==> config.mk <==
export PLATFORM = sky130hd
export DESIGN_NAME = phy_reset_strap_led_control
export DESIGN_NICKNAME = d
export VERILOG_FILES = /design/src/hw/phy_reset_pkg.sv /design/src/hw/blink_gen.sv /design/src/hw/phy_reset_strap_led_control.sv
export VERILOG_INCLUDE_DIRS = /design/src /design/src/hw
export SDC_FILE = /design/constraint.sdc
export NUM_CORES = 1
export LEC_CHECK = 0
export BUFFER_PORTS_ARGS = -buffer_cell sky130_fd_sc_hd__clkbuf_2
export CORE_MARGIN = 2
export CORE_UTILIZATION = 50
export DETAILED_ROUTE_END_ITERATION = 8
export PLACE_DENSITY = 0.76
export SLEW_MARGIN = 10
export SYNTH_ARGS = -nofsm -noshare
export SYNTH_HDL_FRONTEND = slang
export SYNTH_SLANG_ARGS = --single-unit
==> constraint.sdc <==
create_clock -name mclk -period 2.4 [get_ports mclk]
set_input_delay 0.6 -clock mclk [delete_from_list [all_inputs] [get_ports mclk]]
set_output_delay 0.6 -clock mclk [all_outputs]
set_load 0.005 [all_outputs]
==> src/hw/phy_reset_defs.svh <==
// Constants for the reset, strap latch and indicator block
`ifndef PHY_RESET_DEFS_SVH
`define PHY_RESET_DEFS_SVH
`define CLK_HZ 25000000
`define RESET_MIN_NS 1000
// Least low time in cycles, rounded up
`define RESET_MIN_CYC ((`RESET_MIN_NS * (`CLK_HZ / 1000000) + 999) / 1000)
`define BLINK_HALF_MS 50
`define BLINK_HALF_CYC (`BLINK_HALF_MS * (`CLK_HZ / 1000))
`define ADDR_W 5
`define ISO_ADDR 5'h00
`define STRAP_W 8
`define ADDR_LSB 0
`define AN_LSB 5
`define LEDM_BIT 7
`define STRAP_RST 8'h61
`define APB_CTRL 12'h000
`define APB_STAT 12'h004
`define CTRL_RST 32'h00000000
`endif

==> src/hw/phy_reset_pkg.sv <==
// Types shared by the reset, strap latch and indicator block
package phy_reset_pkg;
    typedef enum logic [1:0] {
        st_reset,
        st_latch,
        st_run
    } seq_state_t;
endpackage

==> src/hw/blink_gen.sv <==
// Free-running blink square wave for the activity indicator
`timescale 1ns/100ps
`include "phy_reset_defs.svh"
module blink_gen #(
    parameter int unsigned HALF_CYC = `BLINK_HALF_CYC
) (
    input wire logic mclk,
    input wire logic reset_n,
    output logic phase
);
    logic [31:0] cnt_q;

    // Toggle the phase every half period
    always_ff @(posedge mclk or negedge reset_n) begin
        if (!reset_n) begin
            cnt_q <= 32'h0;
            phase <= 1'b0;
        end else if (cnt_q >= HALF_CYC - 1) begin
            cnt_q <= 32'h0;
            phase <= ~phase;
        end else begin
            cnt_q <= cnt_q + 32'h1;
        end
    end
endmodule

==> src/hw/phy_reset_strap_led_control.sv <==
// Reset sequencer, strap latch, APB registers and LED drive
`timescale 1ns/100ps
`include "phy_reset_defs.svh"
module phy_reset_strap_led_control #(
    parameter int unsigned BLINK_HALF = `BLINK_HALF_CYC
) (
    input wire logic mclk,
    input wire logic reset_n,
    input wire logic pin_reset_n,
    input wire logic [7:0] strap_in,
    input wire logic link_good,
    input wire logic speed_100,
    input wire logic activity,
    input wire logic [7:0] func_out,
    output logic [7:0] strap_out,
    output logic [7:0] strap_oe_n,
    output logic link_indicator_out,
    output logic speed_indicator_out,
    output logic core_reset_n,
    output logic isolate,
    output logic [4:0] phy_address,
    output logic [1:0] an_mode,
    output logic led_mode2,
    input wire logic psel,
    input wire logic penable,
    input wire logic pwrite,
    input wire logic [11:0] paddr,
    input wire logic [31:0] pwdata,
    output logic [31:0] prdata,
    output logic pready,
    output logic pslverr
);
    // Synchronisers for pins from the board
    logic [1:0] rst_sync_q;
    logic [7:0] strap_s1_q;
    logic [7:0] strap_s2_q;
    logic [2:0] misc_s1_q;
    logic [2:0] misc_s2_q;
    phy_reset_pkg::seq_state_t state_q;
    logic [7:0] low_cnt_q;
    logic [7:0] strap_q;
    logic [4:0] addr_q;
    logic blink;
    logic release_w;

    // Pin reset long enough and now released; sequencer and latch share it
    function automatic logic release_seen(
        input phy_reset_pkg::seq_state_t st,
        input logic pin_high,
        input logic [7:0] low_cnt
    );
        return st == phy_reset_pkg::st_reset && pin_high &&
            low_cnt >= 8'(`RESET_MIN_CYC);
    endfunction

    // Register decode, shared by the write path and the read answer
    function automatic logic is_ctrl(input logic [11:0] a);
        return a == `APB_CTRL;
    endfunction

    function automatic logic is_mapped(input logic [11:0] a);
        return a == `APB_CTRL || a == `APB_STAT;
    endfunction

    // A pulse shorter than the minimum low time never makes this true
    assign release_w = release_seen(state_q, rst_sync_q[1], low_cnt_q);

    always_ff @(posedge mclk or negedge reset_n) begin
        if (!reset_n) begin
            rst_sync_q <= 2'h0;
            strap_s1_q <= `STRAP_RST;
            strap_s2_q <= `STRAP_RST;
            misc_s1_q <= 3'h0;
            misc_s2_q <= 3'h0;
        end else begin
            rst_sync_q <= {rst_sync_q[0], pin_reset_n};
            strap_s1_q <= strap_in;
            strap_s2_q <= strap_s1_q;
            misc_s1_q <= {activity, speed_100, link_good};
            misc_s2_q <= misc_s1_q;
        end
    end

    // Count low time of the reset pin; a short glitch does not reset
    always_ff @(posedge mclk or negedge reset_n) begin
        if (!reset_n) begin
            low_cnt_q <= 8'h0;
        end else if (rst_sync_q[1]) begin
            low_cnt_q <= 8'h0;
        end else if (low_cnt_q < 8'(`RESET_MIN_CYC)) begin
            low_cnt_q <= low_cnt_q + 8'h1;
        end
    end

    // Sequencer: pin reset, latch on release, then run
    always_ff @(posedge mclk or negedge reset_n) begin
        if (!reset_n) begin
            state_q <= phy_reset_pkg::st_reset;
        end else begin
            case (state_q)
                phy_reset_pkg::st_reset: begin
                    if (release_w) begin
                        state_q <= phy_reset_pkg::st_latch;
                    end
                end
                phy_reset_pkg::st_latch: begin
                    state_q <= phy_reset_pkg::st_run;
                end
                phy_reset_pkg::st_run: begin
                    if (low_cnt_q >= 8'(`RESET_MIN_CYC) - 8'h1 &&
                        !rst_sync_q[1]) begin
                        state_q <= phy_reset_pkg::st_reset;
                    end
                end
                default: state_q <= phy_reset_pkg::st_reset;
            endcase
        end
    end

    // Strap latch on release; every reset relatches, never kept
    always_ff @(posedge mclk or negedge reset_n) begin
        if (!reset_n) begin
            strap_q <= `STRAP_RST;
        end else if (release_w) begin
            strap_q <= strap_s2_q;
        end
    end

    // Mode outputs; isolate only from the strapped address
    always_ff @(posedge mclk or negedge reset_n) begin
        if (!reset_n) begin
            isolate <= 1'b0;
            an_mode <= 2'h3;
            led_mode2 <= 1'b1;
            core_reset_n <= 1'b0;
        end else begin
            isolate <= strap_q[`ADDR_LSB +: `ADDR_W] == `ISO_ADDR;
            an_mode <= strap_q[`AN_LSB +: 2];
            led_mode2 <= strap_q[`LEDM_BIT];
            core_reset_n <= state_q == phy_reset_pkg::st_run;
        end
    end

    // Pins float as inputs during reset, then drive functions
    always_ff @(posedge mclk or negedge reset_n) begin
        if (!reset_n) begin
            strap_oe_n <= 8'hff;
            strap_out <= 8'h00;
        end else begin
            strap_oe_n <= {8{state_q != phy_reset_pkg::st_run}};
            strap_out <= func_out;
        end
    end

    // Address register: software may rewrite it, isolate unaffected
    always_ff @(posedge mclk or negedge reset_n) begin
        if (!reset_n) begin
            addr_q <= 5'h00;
        end else if (state_q == phy_reset_pkg::st_latch) begin
            addr_q <= strap_q[`ADDR_LSB +: `ADDR_W];
        end else if (state_q == phy_reset_pkg::st_reset) begin
            addr_q <= 5'h00;
        end else if (psel && penable && pwrite && is_ctrl(paddr)) begin
            addr_q <= pwdata[4:0];
        end
    end

    always_ff @(posedge mclk or negedge reset_n) begin
        if (!reset_n) begin
            phy_address <= 5'h00;
        end else begin
            phy_address <= addr_q;
        end
    end

    blink_gen #(.HALF_CYC(BLINK_HALF)) u_blink (
        .mclk(mclk),
        .reset_n(reset_n),
        .phase(blink)
    );

    // LEDs active high; blink only while active in mode 2
    always_ff @(posedge mclk or negedge reset_n) begin
        if (!reset_n) begin
            link_indicator_out <= 1'b0;
            speed_indicator_out <= 1'b0;
        end else if (state_q != phy_reset_pkg::st_run) begin
            link_indicator_out <= 1'b0;
            speed_indicator_out <= 1'b0;
        end else begin
            if (led_mode2 && misc_s2_q[2]) begin
                link_indicator_out <= misc_s2_q[0] & blink;
            end else begin
                link_indicator_out <= misc_s2_q[0];
            end
            speed_indicator_out <= misc_s2_q[1];
        end
    end

    // APB slave: no wait states, unmapped reads zero with error
    always_ff @(posedge mclk or negedge reset_n) begin
        if (!reset_n) begin
            pready <= 1'b0;
            prdata <= 32'h0;
            pslverr <= 1'b0;
        end else if (psel && !penable) begin
            pready <= 1'b1;
            pslverr <= !is_mapped(paddr);
            case (paddr)
                `APB_CTRL: prdata <= {27'h0, addr_q};
                `APB_STAT: prdata <= {24'h0, strap_q[7:5], isolate,
                    state_q == phy_reset_pkg::st_run,
                    misc_s2_q};
                default: prdata <= 32'h0;
            endcase
        end else begin
            pready <= 1'b0;
            pslverr <= 1'b0;
        end
    end

    // Checks

    // Latched straps stay put while the pins carry functions
    strap_hold_a: assert property (
        @(posedge mclk) disable iff (!reset_n)
        state_q == phy_reset_pkg::st_run |=> $stable(strap_q))
        else $error("strap value changed while running");

    // Isolate follows only the strapped address
    iso_zero_a: assert property (
        @(posedge mclk) disable iff (!reset_n)
        ##1 isolate == ($past(strap_q[4:0]) == 5'h00))
        else $error("isolate does not follow strapped zero");

    // A register write cannot move isolate
    write_iso_a: assert property (
        @(posedge mclk) disable iff (!reset_n)
        $stable(strap_q) && state_q == phy_reset_pkg::st_run
        |=> $stable(isolate))
        else $error("write changed isolate");

    // Pins float while reset is in force
    pin_dir_a: assert property (
        @(posedge mclk) disable iff (!reset_n)
        state_q != phy_reset_pkg::st_run |=> strap_oe_n == 8'hff)
        else $error("strap pins driven in reset");

    // Pins drive again once running
    pin_run_a: assert property (
        @(posedge mclk) disable iff (!reset_n)
        state_q == phy_reset_pkg::st_run |=> strap_oe_n == 8'h00)
        else $error("strap pins not driven when running");

    // Speed indicator tracks the rate whatever the LED mode
    speed_led_a: assert property (
        @(posedge mclk) disable iff (!reset_n)
        state_q == phy_reset_pkg::st_run
        |=> speed_indicator_out == $past(misc_s2_q[1]))
        else $error("speed indicator wrong");

    // No link, no light in either mode
    link_off_a: assert property (
        @(posedge mclk) disable iff (!reset_n)
        state_q == phy_reset_pkg::st_run && !misc_s2_q[0]
        |=> !link_indicator_out)
        else $error("link indicator on without link");

    // Mode 1 shows the link level steadily
    link_mode1_a: assert property (
        @(posedge mclk) disable iff (!reset_n)
        state_q == phy_reset_pkg::st_run && !led_mode2 && misc_s2_q[0]
        |=> link_indicator_out)
        else $error("mode 1 link indicator off");

    // Mode 2 with traffic shows the blink phase
    blink_link_a: assert property (
        @(posedge mclk) disable iff (!reset_n)
        state_q == phy_reset_pkg::st_run && led_mode2 &&
        misc_s2_q[2] && misc_s2_q[0]
        |=> link_indicator_out == $past(blink))
        else $error("mode 2 indicator does not blink");

    // Both indicators dark outside the running state
    led_dark_a: assert property (
        @(posedge mclk) disable iff (!reset_n)
        state_q != phy_reset_pkg::st_run
        |=> !link_indicator_out && !speed_indicator_out)
        else $error("indicator lit during reset");

    // Core held in reset while the pin sequence runs
    reset_seq_a: assert property (
        @(posedge mclk) disable iff (!reset_n)
        state_q == phy_reset_pkg::st_reset |=> !core_reset_n)
        else $error("core left reset during pin reset");

    // A high pin never drops the running state
    pin_high_a: assert property (
        @(posedge mclk) disable iff (!reset_n)
        state_q == phy_reset_pkg::st_run && rst_sync_q[1]
        |=> state_q == phy_reset_pkg::st_run)
        else $error("left running with the pin high");

    // Each release takes fresh pin levels
    strap_take_a: assert property (
        @(posedge mclk) disable iff (!reset_n)
        release_w |=> strap_q == $past(strap_s2_q))
        else $error("straps not relatched on release");

    // Before release the latch waits
    strap_wait_a: assert property (
        @(posedge mclk) disable iff (!reset_n)
        state_q == phy_reset_pkg::st_reset && !release_w
        |=> $stable(strap_q))
        else $error("straps latched before release");

    // Address field starts from the straps
    addr_load_a: assert property (
        @(posedge mclk) disable iff (!reset_n)
        state_q == phy_reset_pkg::st_latch |=> addr_q == $past(strap_q[4:0]))
        else $error("address not loaded from straps");

    // Address field cleared while the pin reset lasts
    addr_clear_a: assert property (
        @(posedge mclk) disable iff (!reset_n)
        state_q == phy_reset_pkg::st_reset |=> addr_q == 5'h00)
        else $error("address not cleared in reset");

    // Address output is the register one cycle on
    phy_out_a: assert property (
        @(posedge mclk) disable iff (!reset_n)
        ##1 phy_address == $past(addr_q))
        else $error("address output lags wrongly");
endmodule

==> qor.log, run 1 <==
[clocking] clock-pin slew of the registers on the worst-case setup and hold paths 0.12 ns
[synth] number of distinct library cells after synthesis 49
[pwr] Leak Pwr 0.00237 uW
[timing] worst-case headroom to the max-slew limit 65.7%
[worst_setup_path] top fanout value on the critical path 7
[clocking] total number of clock tree sinks 111
[synth] count of flip-flops with a built-in enable after synthesis 0
[die] Chip Width 97.5 um
[layout] number of nets in the finished design 504
[pwr] Total Power Consumption 3090 uW
[clocking] TritonCTS clock tree yes
[synth] portion of the post-synthesis area used by sequential elements 63.9%
[synth] instance count of the mapped netlist 341
[timing] final worst path period need 2.07 ns
[worst_setup_path] Arrival @ worst endpoint 2.34 ns
[route] Residual DRC 0
[status] result of the run completed
[timing] Setup Skew 0.0219 ns
[timing] Final WS setup 0.333 ns
[timing] Setup TNS Final 0 ns
[synth] FFs w/ async S/R, synth 100%
[route] number of vias after detailed routing 2695
[synth] mean area per synthesized cell 12.8 um2
[timing] Slew @ Worst Pin 0.515 ns
[worst_setup_path] CP cell instances ha_1, nand3_4, or4_4, or3_1, a211oi_2
[timing] Final period util 86.1%
[pwr] total power per unit cell area 617 nW/um2
[place] final RePlAce weighted congestion 0.804
[route] post-detailed-routing wire length 7380 um
[run] number of maximum-capacitance constraint violations 0
[worst_setup_path] WS Path Type register to register
[die] initial core utilization 50.9%
[worst_setup_path] critical path's top delay family simple AND/OR/NAND/NOR gates
[global_route] via count of the first global-routing pass 2567
[synth] top_reg_cell synth sky130_fd_sc_hd__dfrtp_1
[layout] commonest non-fill, non-tap cells in the layout sky130_fd_sc_hd__dfrtp_1 (98), sky130_fd_sc_hd__clkbuf_2 (78), sky130_fd_sc_hd__conb_1 (35)
[clocking] later-pin clock latency in the skew report 0.37 ns
[layout] Layout Area Growth over Synthesis 14.7%
[clocking] hold buffer count at CTS 0
[worst_setup_path] crit path max-delay cell type sky130_fd_sc_hd__or4_4
[worst_setup_path] Crit path buffers/inverters 0
[timing] Final Max Tran Viols 0
[worst_setup_path] Critical Path Sink Type register
[pwr] VDD IR-drop max 0.000252 V
[worst_setup_path] required time of the critical path 2.67 ns
[clocking] Post-CTS Setup Bufs 0
[die] total die area 9500 um2
[die] height of the chip 97.5 um
[route] Vias per Instance 4.95
[timing] Max Clock Freq 0.484 GHz
[place] estimated wirelength of the detail-placed design 5330 um
[synth] post-synthesis sequential element count 111
[global_route] overflow left after global routing 0
[timing] number of setup violations in the final report 0
[timing] unrepaired setup endpoints after global routing false
[place] IO buf count 79
[layout] multi-input combinational cell area 1400 um2
[timing] hold slack 0.202 ns
[clocking] Clock Tree Root sky130_fd_sc_hd__clkbuf_8
[synth] Yosys Warn Count 0
[layout] ANT cells 0
[die] Ports 131
[route] DRT iter0 DRCs 159
[timing] Final Hold Violating Endpoints 0
[worst_setup_path] Worst R2R Path Depth 5
[die] number of rows in the core area 34
[worst_setup_path] startpoint kind of the worst setup timing path register
[worst_setup_path] path length in cells of the critical path 5
[route] per-cell routed wire length 13.6 um
[synth] Post-Syn Area 4370 um2
[layout] commonest non-fill, non-tap cell in the layout sky130_fd_sc_hd__dfrtp_1
[layout] layout filler cell count 713
[worst_setup_path] slowest cell delay on critical path 0.60 ns
[global_route] first-pass GRT wire length 12300 um
[global_route] antenna violations before repair 0
[clocking] CTS H-tree lvls 3
[clocking] number of buffers added by the clock tree synthesis step 9
[die] Core ar. 8590 um2
[clocking] maximum buffer depth of the clock tree 2
[layout] share of final-layout standard cells stronger than drive strength 1 31.4%
[route] detailed-routing iteration count for the pre-antenna-repair pass 6
[global_route] overall global routing resource usage 16.1%
[place] worst slack at placement 0.270 ns
[global_route] largest net degree at the start of global routing 41
[layout] storage element area 2790 um2
[min_path] worst hold-check path type input pin to async pin
[clocking] count of cells resized by post-cts repair 0
[route] number of routed nets with antenna violations 0
-- area by class of cell --
| type | instances | share of cell area (%) |
|---|---|---|
| inverter | 11 | 0.824 |
| clock inverter | 5 | 0.799 |
| timing repair buffer | 84 | 9.19 |
| sequential | 111 | 55.8 |
| clock buffer | 11 | 2.82 |
| multi-input combinational | 214 | 27.9 |
| tap | 108 | 2.70 |
-- metal layers --
metal / up-vias / part of all wire, % / GRT usage, %
li1: 1304 / - / -
met2: 79 / 49 / 25.5
met1: 1303 / 45 / 22.3
met3: 9 / 4.9 / 3.45
met5: - / 0 / 0
met4: 0 / 1.4 / 5.45
-- Yosys cell counts, types with 2 or more instances --
cell                        n  area share, %
sky130_fd_sc_hd__buf_4     31            5.3
sky130_fd_sc_hd__nor3_1    22            2.5
sky130_fd_sc_hd__dfstp_2   13            7.8
sky130_fd_sc_hd__xnor2_1   15            3.0
sky130_fd_sc_hd__ha_1       4            1.1
sky130_fd_sc_hd__o31ai_1    2           0.34
sky130_fd_sc_hd__a21oi_1    2           0.23
sky130_fd_sc_hd__nand4_1    6           0.86
sky130_fd_sc_hd__dfrtp_1   98             56
sky130_fd_sc_hd__and2_1     2           0.29
sky130_fd_sc_hd__mux2_2    13            3.3
sky130_fd_sc_hd__mux2i_1    6            1.4
sky130_fd_sc_hd__nand2_1   19            1.6
sky130_fd_sc_hd__or4_1      3           0.52
sky130_fd_sc_hd__and4b_1    2           0.46
sky130_fd_sc_hd__nand4_2    2           0.57
sky130_fd_sc_hd__a211oi_2   4            1.1
sky130_fd_sc_hd__nor2_1    12            1.0
sky130_fd_sc_hd__nand3_1    6           0.69
sky130_fd_sc_hd__nor3b_1    3           0.52
sky130_fd_sc_hd__clkbuf_1   7           0.60
sky130_fd_sc_hd__nand2b_1   2           0.29
sky130_fd_sc_hd__xor2_1     3           0.60
sky130_fd_sc_hd__or3_1      2           0.29
sky130_fd_sc_hd__inv_1     11           0.94
sky130_fd_sc_hd__a22o_1     5            1.0
sky130_fd_sc_hd__nor4_1     8            1.1
sky130_fd_sc_hd__nor2b_1    5           0.72
sky130_fd_sc_hd__o21ai_0   13            1.5
-- flip-flops by register name (all words and copies together), names as in the netlist, 2 cells and up --
register / cells
rst_sync_q: 2
strap_s2_q: 8
prdata: 8
u_blink.cnt_q: 32
misc_s1_q: 3
strap_s1_q: 8
strap_q: 8
state_q: 2
an_mode: 2
low_cnt_q: 8
addr_q: 5
misc_s2_q: 3
phy_address: 5
strap_out: 8
-- cell families after synthesis --
family	share of synthesized area, %
AO/OA/AOI/OAI	6.16
XOR/XNOR	3.61
adder cells (fa/ha/maj)	1.15
buffers and inverters	6.99
flip-flops	63.9
multiplexers	4.72
other	0.0858
AND/OR/NAND/NOR	13.4
-- final timing paths --
kind	slack, ns	from	end
min reg2reg	0.34	strap_s1_q[1]$_DFF_PN0_	strap_s2_q[1]$_DFF_PN0_
min in group mclk	0.31	strap_in[6]	strap_s1_q[6]$_DFF_PN1_
max	0.33	u_blink.cnt_q[0]$_DFF_PN0_	u_blink.cnt_q[20]$_DFF_PN0_
max reg2reg	0.33	u_blink.cnt_q[0]$_DFF_PN0_	u_blink.cnt_q[20]$_DFF_PN0_
max in group asynchronous	1.53	reset_n	strap_s2_q[0]$_DFF_PN1_
min	0.20	reset_n	prdata[3]$_DFFE_PN0P_
-- stage by stage --
step           instance area, um2  std cells  util [%]
2_1_floorplan                4500        375         -
3_3_place_gp                 4830        528      56.2
3_5_place_dp                 4830        528      56.2
4_1_cts                      5010        544      58.3
5_1_grt                      5010        544      58.3
6_report                     5010        544      58.3
-- report_power, final --
part	switching, uW	internal, uW
logic	78.9	51.1
registers	18.9	1920
clock network	609	419
Power figures use the tool's default switching activity.
==> run 2: changes to the inputs <==
Clock period 2.4 ns to 2.1 ns, I/O delays scaled along.
==> run 2 against run 1 <==
Against the previous run:
- register-to-register slack lost 0.24 ns
- final area grew 1.7%
- largest power group unchanged
- critical endpoint is now u_blink.cnt_q[18]$_DFF_PN0_
- setup slack lost 0.24 ns
- clock skew shrank 0.0070 ns
- core utilization grew 0.98 points
- total power grew 19%
- routed wire length grew 0.19%
- count of clock-buffer cells in the layout shrank 2
- clock power grew 29%
- global-route usage grew 0.30 points
==> qor.log, run 2 (same netlist as run 1, synthesis figures left out) <==
[timing] number of setup violations in the final report 0 [unchanged]
[place] instance area at placement 4860 um2 [+0.62%]
[die] initial core utilization 50.9% [unchanged]
[place] final RePlAce weighted congestion 0.815 [+1.3%]
[worst_setup_path] slowest cell delay on critical path 0.58 ns [-0.02 ns]
[pwr] Combinational Power Share 4.0% [-0.2 points]
[global_route] via count of the first global-routing pass 2744 [+6.9%]
[worst_setup_path] critical path's top delay family simple AND/OR/NAND/NOR gates
[place] IO buf count 79 [unchanged]
[clocking] CTS H-tree lvls 3 [unchanged]
[global_route] antenna violations before repair 0 [unchanged]
[worst_setup_path] crit path max-delay cell type sky130_fd_sc_hd__or4_4
[pwr] proportion of power drawn by the clock network 36.1% [+2.9 points]
[timing] Final WS setup 0.0917 ns [-0.241 ns]
[timing] final worst path period need 2.01 ns [-0.0585 ns]
[layout] ANT cells 0 [unchanged]
[worst_setup_path] Arrival @ worst endpoint 2.29 ns [-0.05 ns]
[clocking] total number of clock tree sinks 111 [unchanged]
[die] Core ar. 8590 um2 [unchanged]
[global_route] first-pass GRT wire length 12700 um [+3.2%]
[route] number of routed nets with antenna violations 0 [unchanged]
[pwr] total power per unit cell area 724 nW/um2 [+17%]
[place] cell count after placement 532 [+0.76%]
[worst_setup_path] required time of the critical path 2.38 ns [-0.29 ns]
[worst_setup_path] setup slack of the worst register-to-register path 0.09 ns [-0.24 ns]
[clocking] Clock Tree Root sky130_fd_sc_hd__clkbuf_8
[die] total die area 9500 um2 [unchanged]
[layout] number of flip-flops under the largest register name 32 [unchanged]
[worst_setup_path] Crit path buffers/inverters 0 [unchanged]
[route] number of vias after detailed routing 2711 [+0.59%]
[clocking] later-pin clock latency in the skew report 0.36 ns [about the same]
[timing] Setup TNS Final 0 ns [unchanged]
[layout] number of nets in the finished design 508 [+0.79%]
[worst_setup_path] WS Path Type register to register
[route] detailed-routing iteration count for the pre-antenna-repair pass 4 [-2]
[worst_setup_path] Critical Path Sink Type register
[route] per-cell routed wire length 13.5 um [-0.54%]
[timing] unrepaired setup endpoints after global routing false
[clocking] Post-CTS Setup Bufs 0 [unchanged]
[pwr] sw power 852 uW [+20%]
[timing] Final period util 95.6% [+9.5 points]
[worst_setup_path] CP cell instances ha_1, nand3_4, or4_4, or3_1, a211oi_2
[worst_setup_path] top fanout value on the critical path 5 [-2]
[clocking] number of buffers added by the clock tree synthesis step 9 [unchanged]
[layout] commonest non-fill, non-tap cell in the layout sky130_fd_sc_hd__dfrtp_1
[layout] commonest non-fill, non-tap cells in the layout sky130_fd_sc_hd__dfrtp_1 (98), sky130_fd_sc_hd__clkbuf_2 (78), sky130_fd_sc_hd__conb_1 (35)
[route] Vias per Instance 4.95 [-0.14%]
[worst_setup_path] Worst R2R Path Depth 5 [unchanged]
[timing] Setup Skew 0.0148 ns [-0.00702 ns]
[die] height of the chip 97.5 um [unchanged]
[die] number of rows in the core area 34 [unchanged]
[pwr] total internal power 2840 uW [+19%]
[run] number of maximum-capacitance constraint violations 0 [unchanged]
[place] worst slack at placement 0.0952 ns [-0.175 ns]
[die] Ports 131 [unchanged]
[clocking] clock-pin slew of the registers on the worst-case setup and hold paths 0.11 ns [about the same]
[min_path] worst hold-check path type input pin to async pin
[worst_setup_path] startpoint kind of the worst setup timing path register
[layout] Layout Area Growth over Synthesis 16.6%
[die] Chip Width 97.5 um [unchanged]
[worst_setup_path] endpoint of the most critical register-to-register path u_blink.cnt_q[18]$_DFF_PN0_
[route] post-detailed-routing wire length 7400 um [+0.19%]
[pwr] share of total power in sequential cells 60.0% [-2.6 points]
[timing] Max Clock Freq 0.498 GHz [+2.9%]
[worst_setup_path] startpoint of the worst register-to-register path u_blink.cnt_q[0]$_DFF_PN0_
[worst_setup_path] path length in cells of the critical path 5 [unchanged]
[clocking] TritonCTS clock tree yes
[layout] final instance area 5090 um2 [+1.7%]
[place] estimated wirelength of the detail-placed design 5330 um [about the same]
[layout] final cell count without fillers 548 [+0.74%]
[pwr] switching share of total power 23.1% [+0.24 points]
[timing] Final Max Tran Viols 0 [unchanged]
[global_route] overflow left after global routing 0 [unchanged]
[route] DRT iter0 DRCs 70 [-56%]
[global_route] overall global routing resource usage 16.4% [+0.30 points]
[route] Residual DRC 0 [unchanged]
[global_route] largest net degree at the start of global routing 50 [+22%]
[pwr] VDD IR-drop max 0.000320 V [+27%]
[pwr] Total Power Consumption 3690 uW [+19%]
[layout] share of final-layout standard cells stronger than drive strength 1 32.3% [+0.85 points]
[layout] most flop-heavy register u_blink.cnt_q
[status] result of the run completed
[pwr] Leak Pwr 0.00240 uW [+1.4%]
[timing] Final Hold Violating Endpoints 0 [unchanged]
[clocking] maximum buffer depth of the clock tree 2 [unchanged]
-- run 2: how the worst max path moves through the flow --
stage	start	to	slack (ns)
final	u_blink.cnt_q[0]$_DFF_PN0_	u_blink.cnt_q[18]$_DFF_PN0_	0.09
after global routing	u_blink.cnt_q[8]$_DFF_PN0_	u_blink.cnt_q[1]$_DFF_PN0_	0.02
after detailed placement	u_blink.cnt_q[0]$_DFF_PN0_	u_blink.cnt_q[18]$_DFF_PN0_	0.1
after global placement	u_blink.cnt_q[0]$_DFF_PN0_	u_blink.cnt_q[18]$_DFF_PN0_	0.17
after CTS	u_blink.cnt_q[0]$_DFF_PN0_	u_blink.cnt_q[18]$_DFF_PN0_	0.08
after floorplan	u_blink.cnt_q[0]$_DFF_PN0_	u_blink.cnt_q[18]$_DFF_PN0_	0.19
-- run 2: worst reg2reg max path, delay by kind of cell, from the launching register on --
kind	cells	cell delay (ns)
AOI/OAI and AO/OA	1	0.22
DFF	1	0.42
and+or+nand+nor	3	1.02
adders and majority gates	1	0.28
-- run 2: cell type report --
type | count | area (um2)
well taps | 108 | 135
clock buffers | 9 | 124
fillers | 706 | 3500
inverters | 11 | 41.3
flip-flops and latches | 111 | 2790
multi-input cells | 214 | 1410
repair buffers | 88 | 490
clock inverters | 7 | 98.8
-- run 2: timing repair --
action                                  4_1_cts  5_1_grt
resized for setup                             0        1
hold buffers                                  0        0
endpoints found under the setup margin        0        2
-- run 2: power by group through the flow --
stage	combinational, uW	clock [uW]	sequential, uW
after CTS	151	1390	2210
final	147	1330	2210
after global routing	171	1480	2220
after detailed placement	150	0	2250
after global placement	145	0	2250
after floorplan	78.3	0	2250
-- run 2: through the flow --
stage / util, % / hold slack, ns
after global placement: 56.6 / 0.334
after detailed placement: 56.6 / 0.335
after floorplan: - / 0.229
final: 59.3 / 0.0959
after global routing: 59.3 / 0.108
after CTS: 59.1 / 0.0949
-- run 2: routing by layer --
layer	global-route usage, %	part of all wire, %	vias to the layer above
met1	20.7	41	1321
li1	-	-	1310
met4	6.94	1.3	0
met5	0	0	-
met3	3.09	5.0	6
met2	27.8	52	74
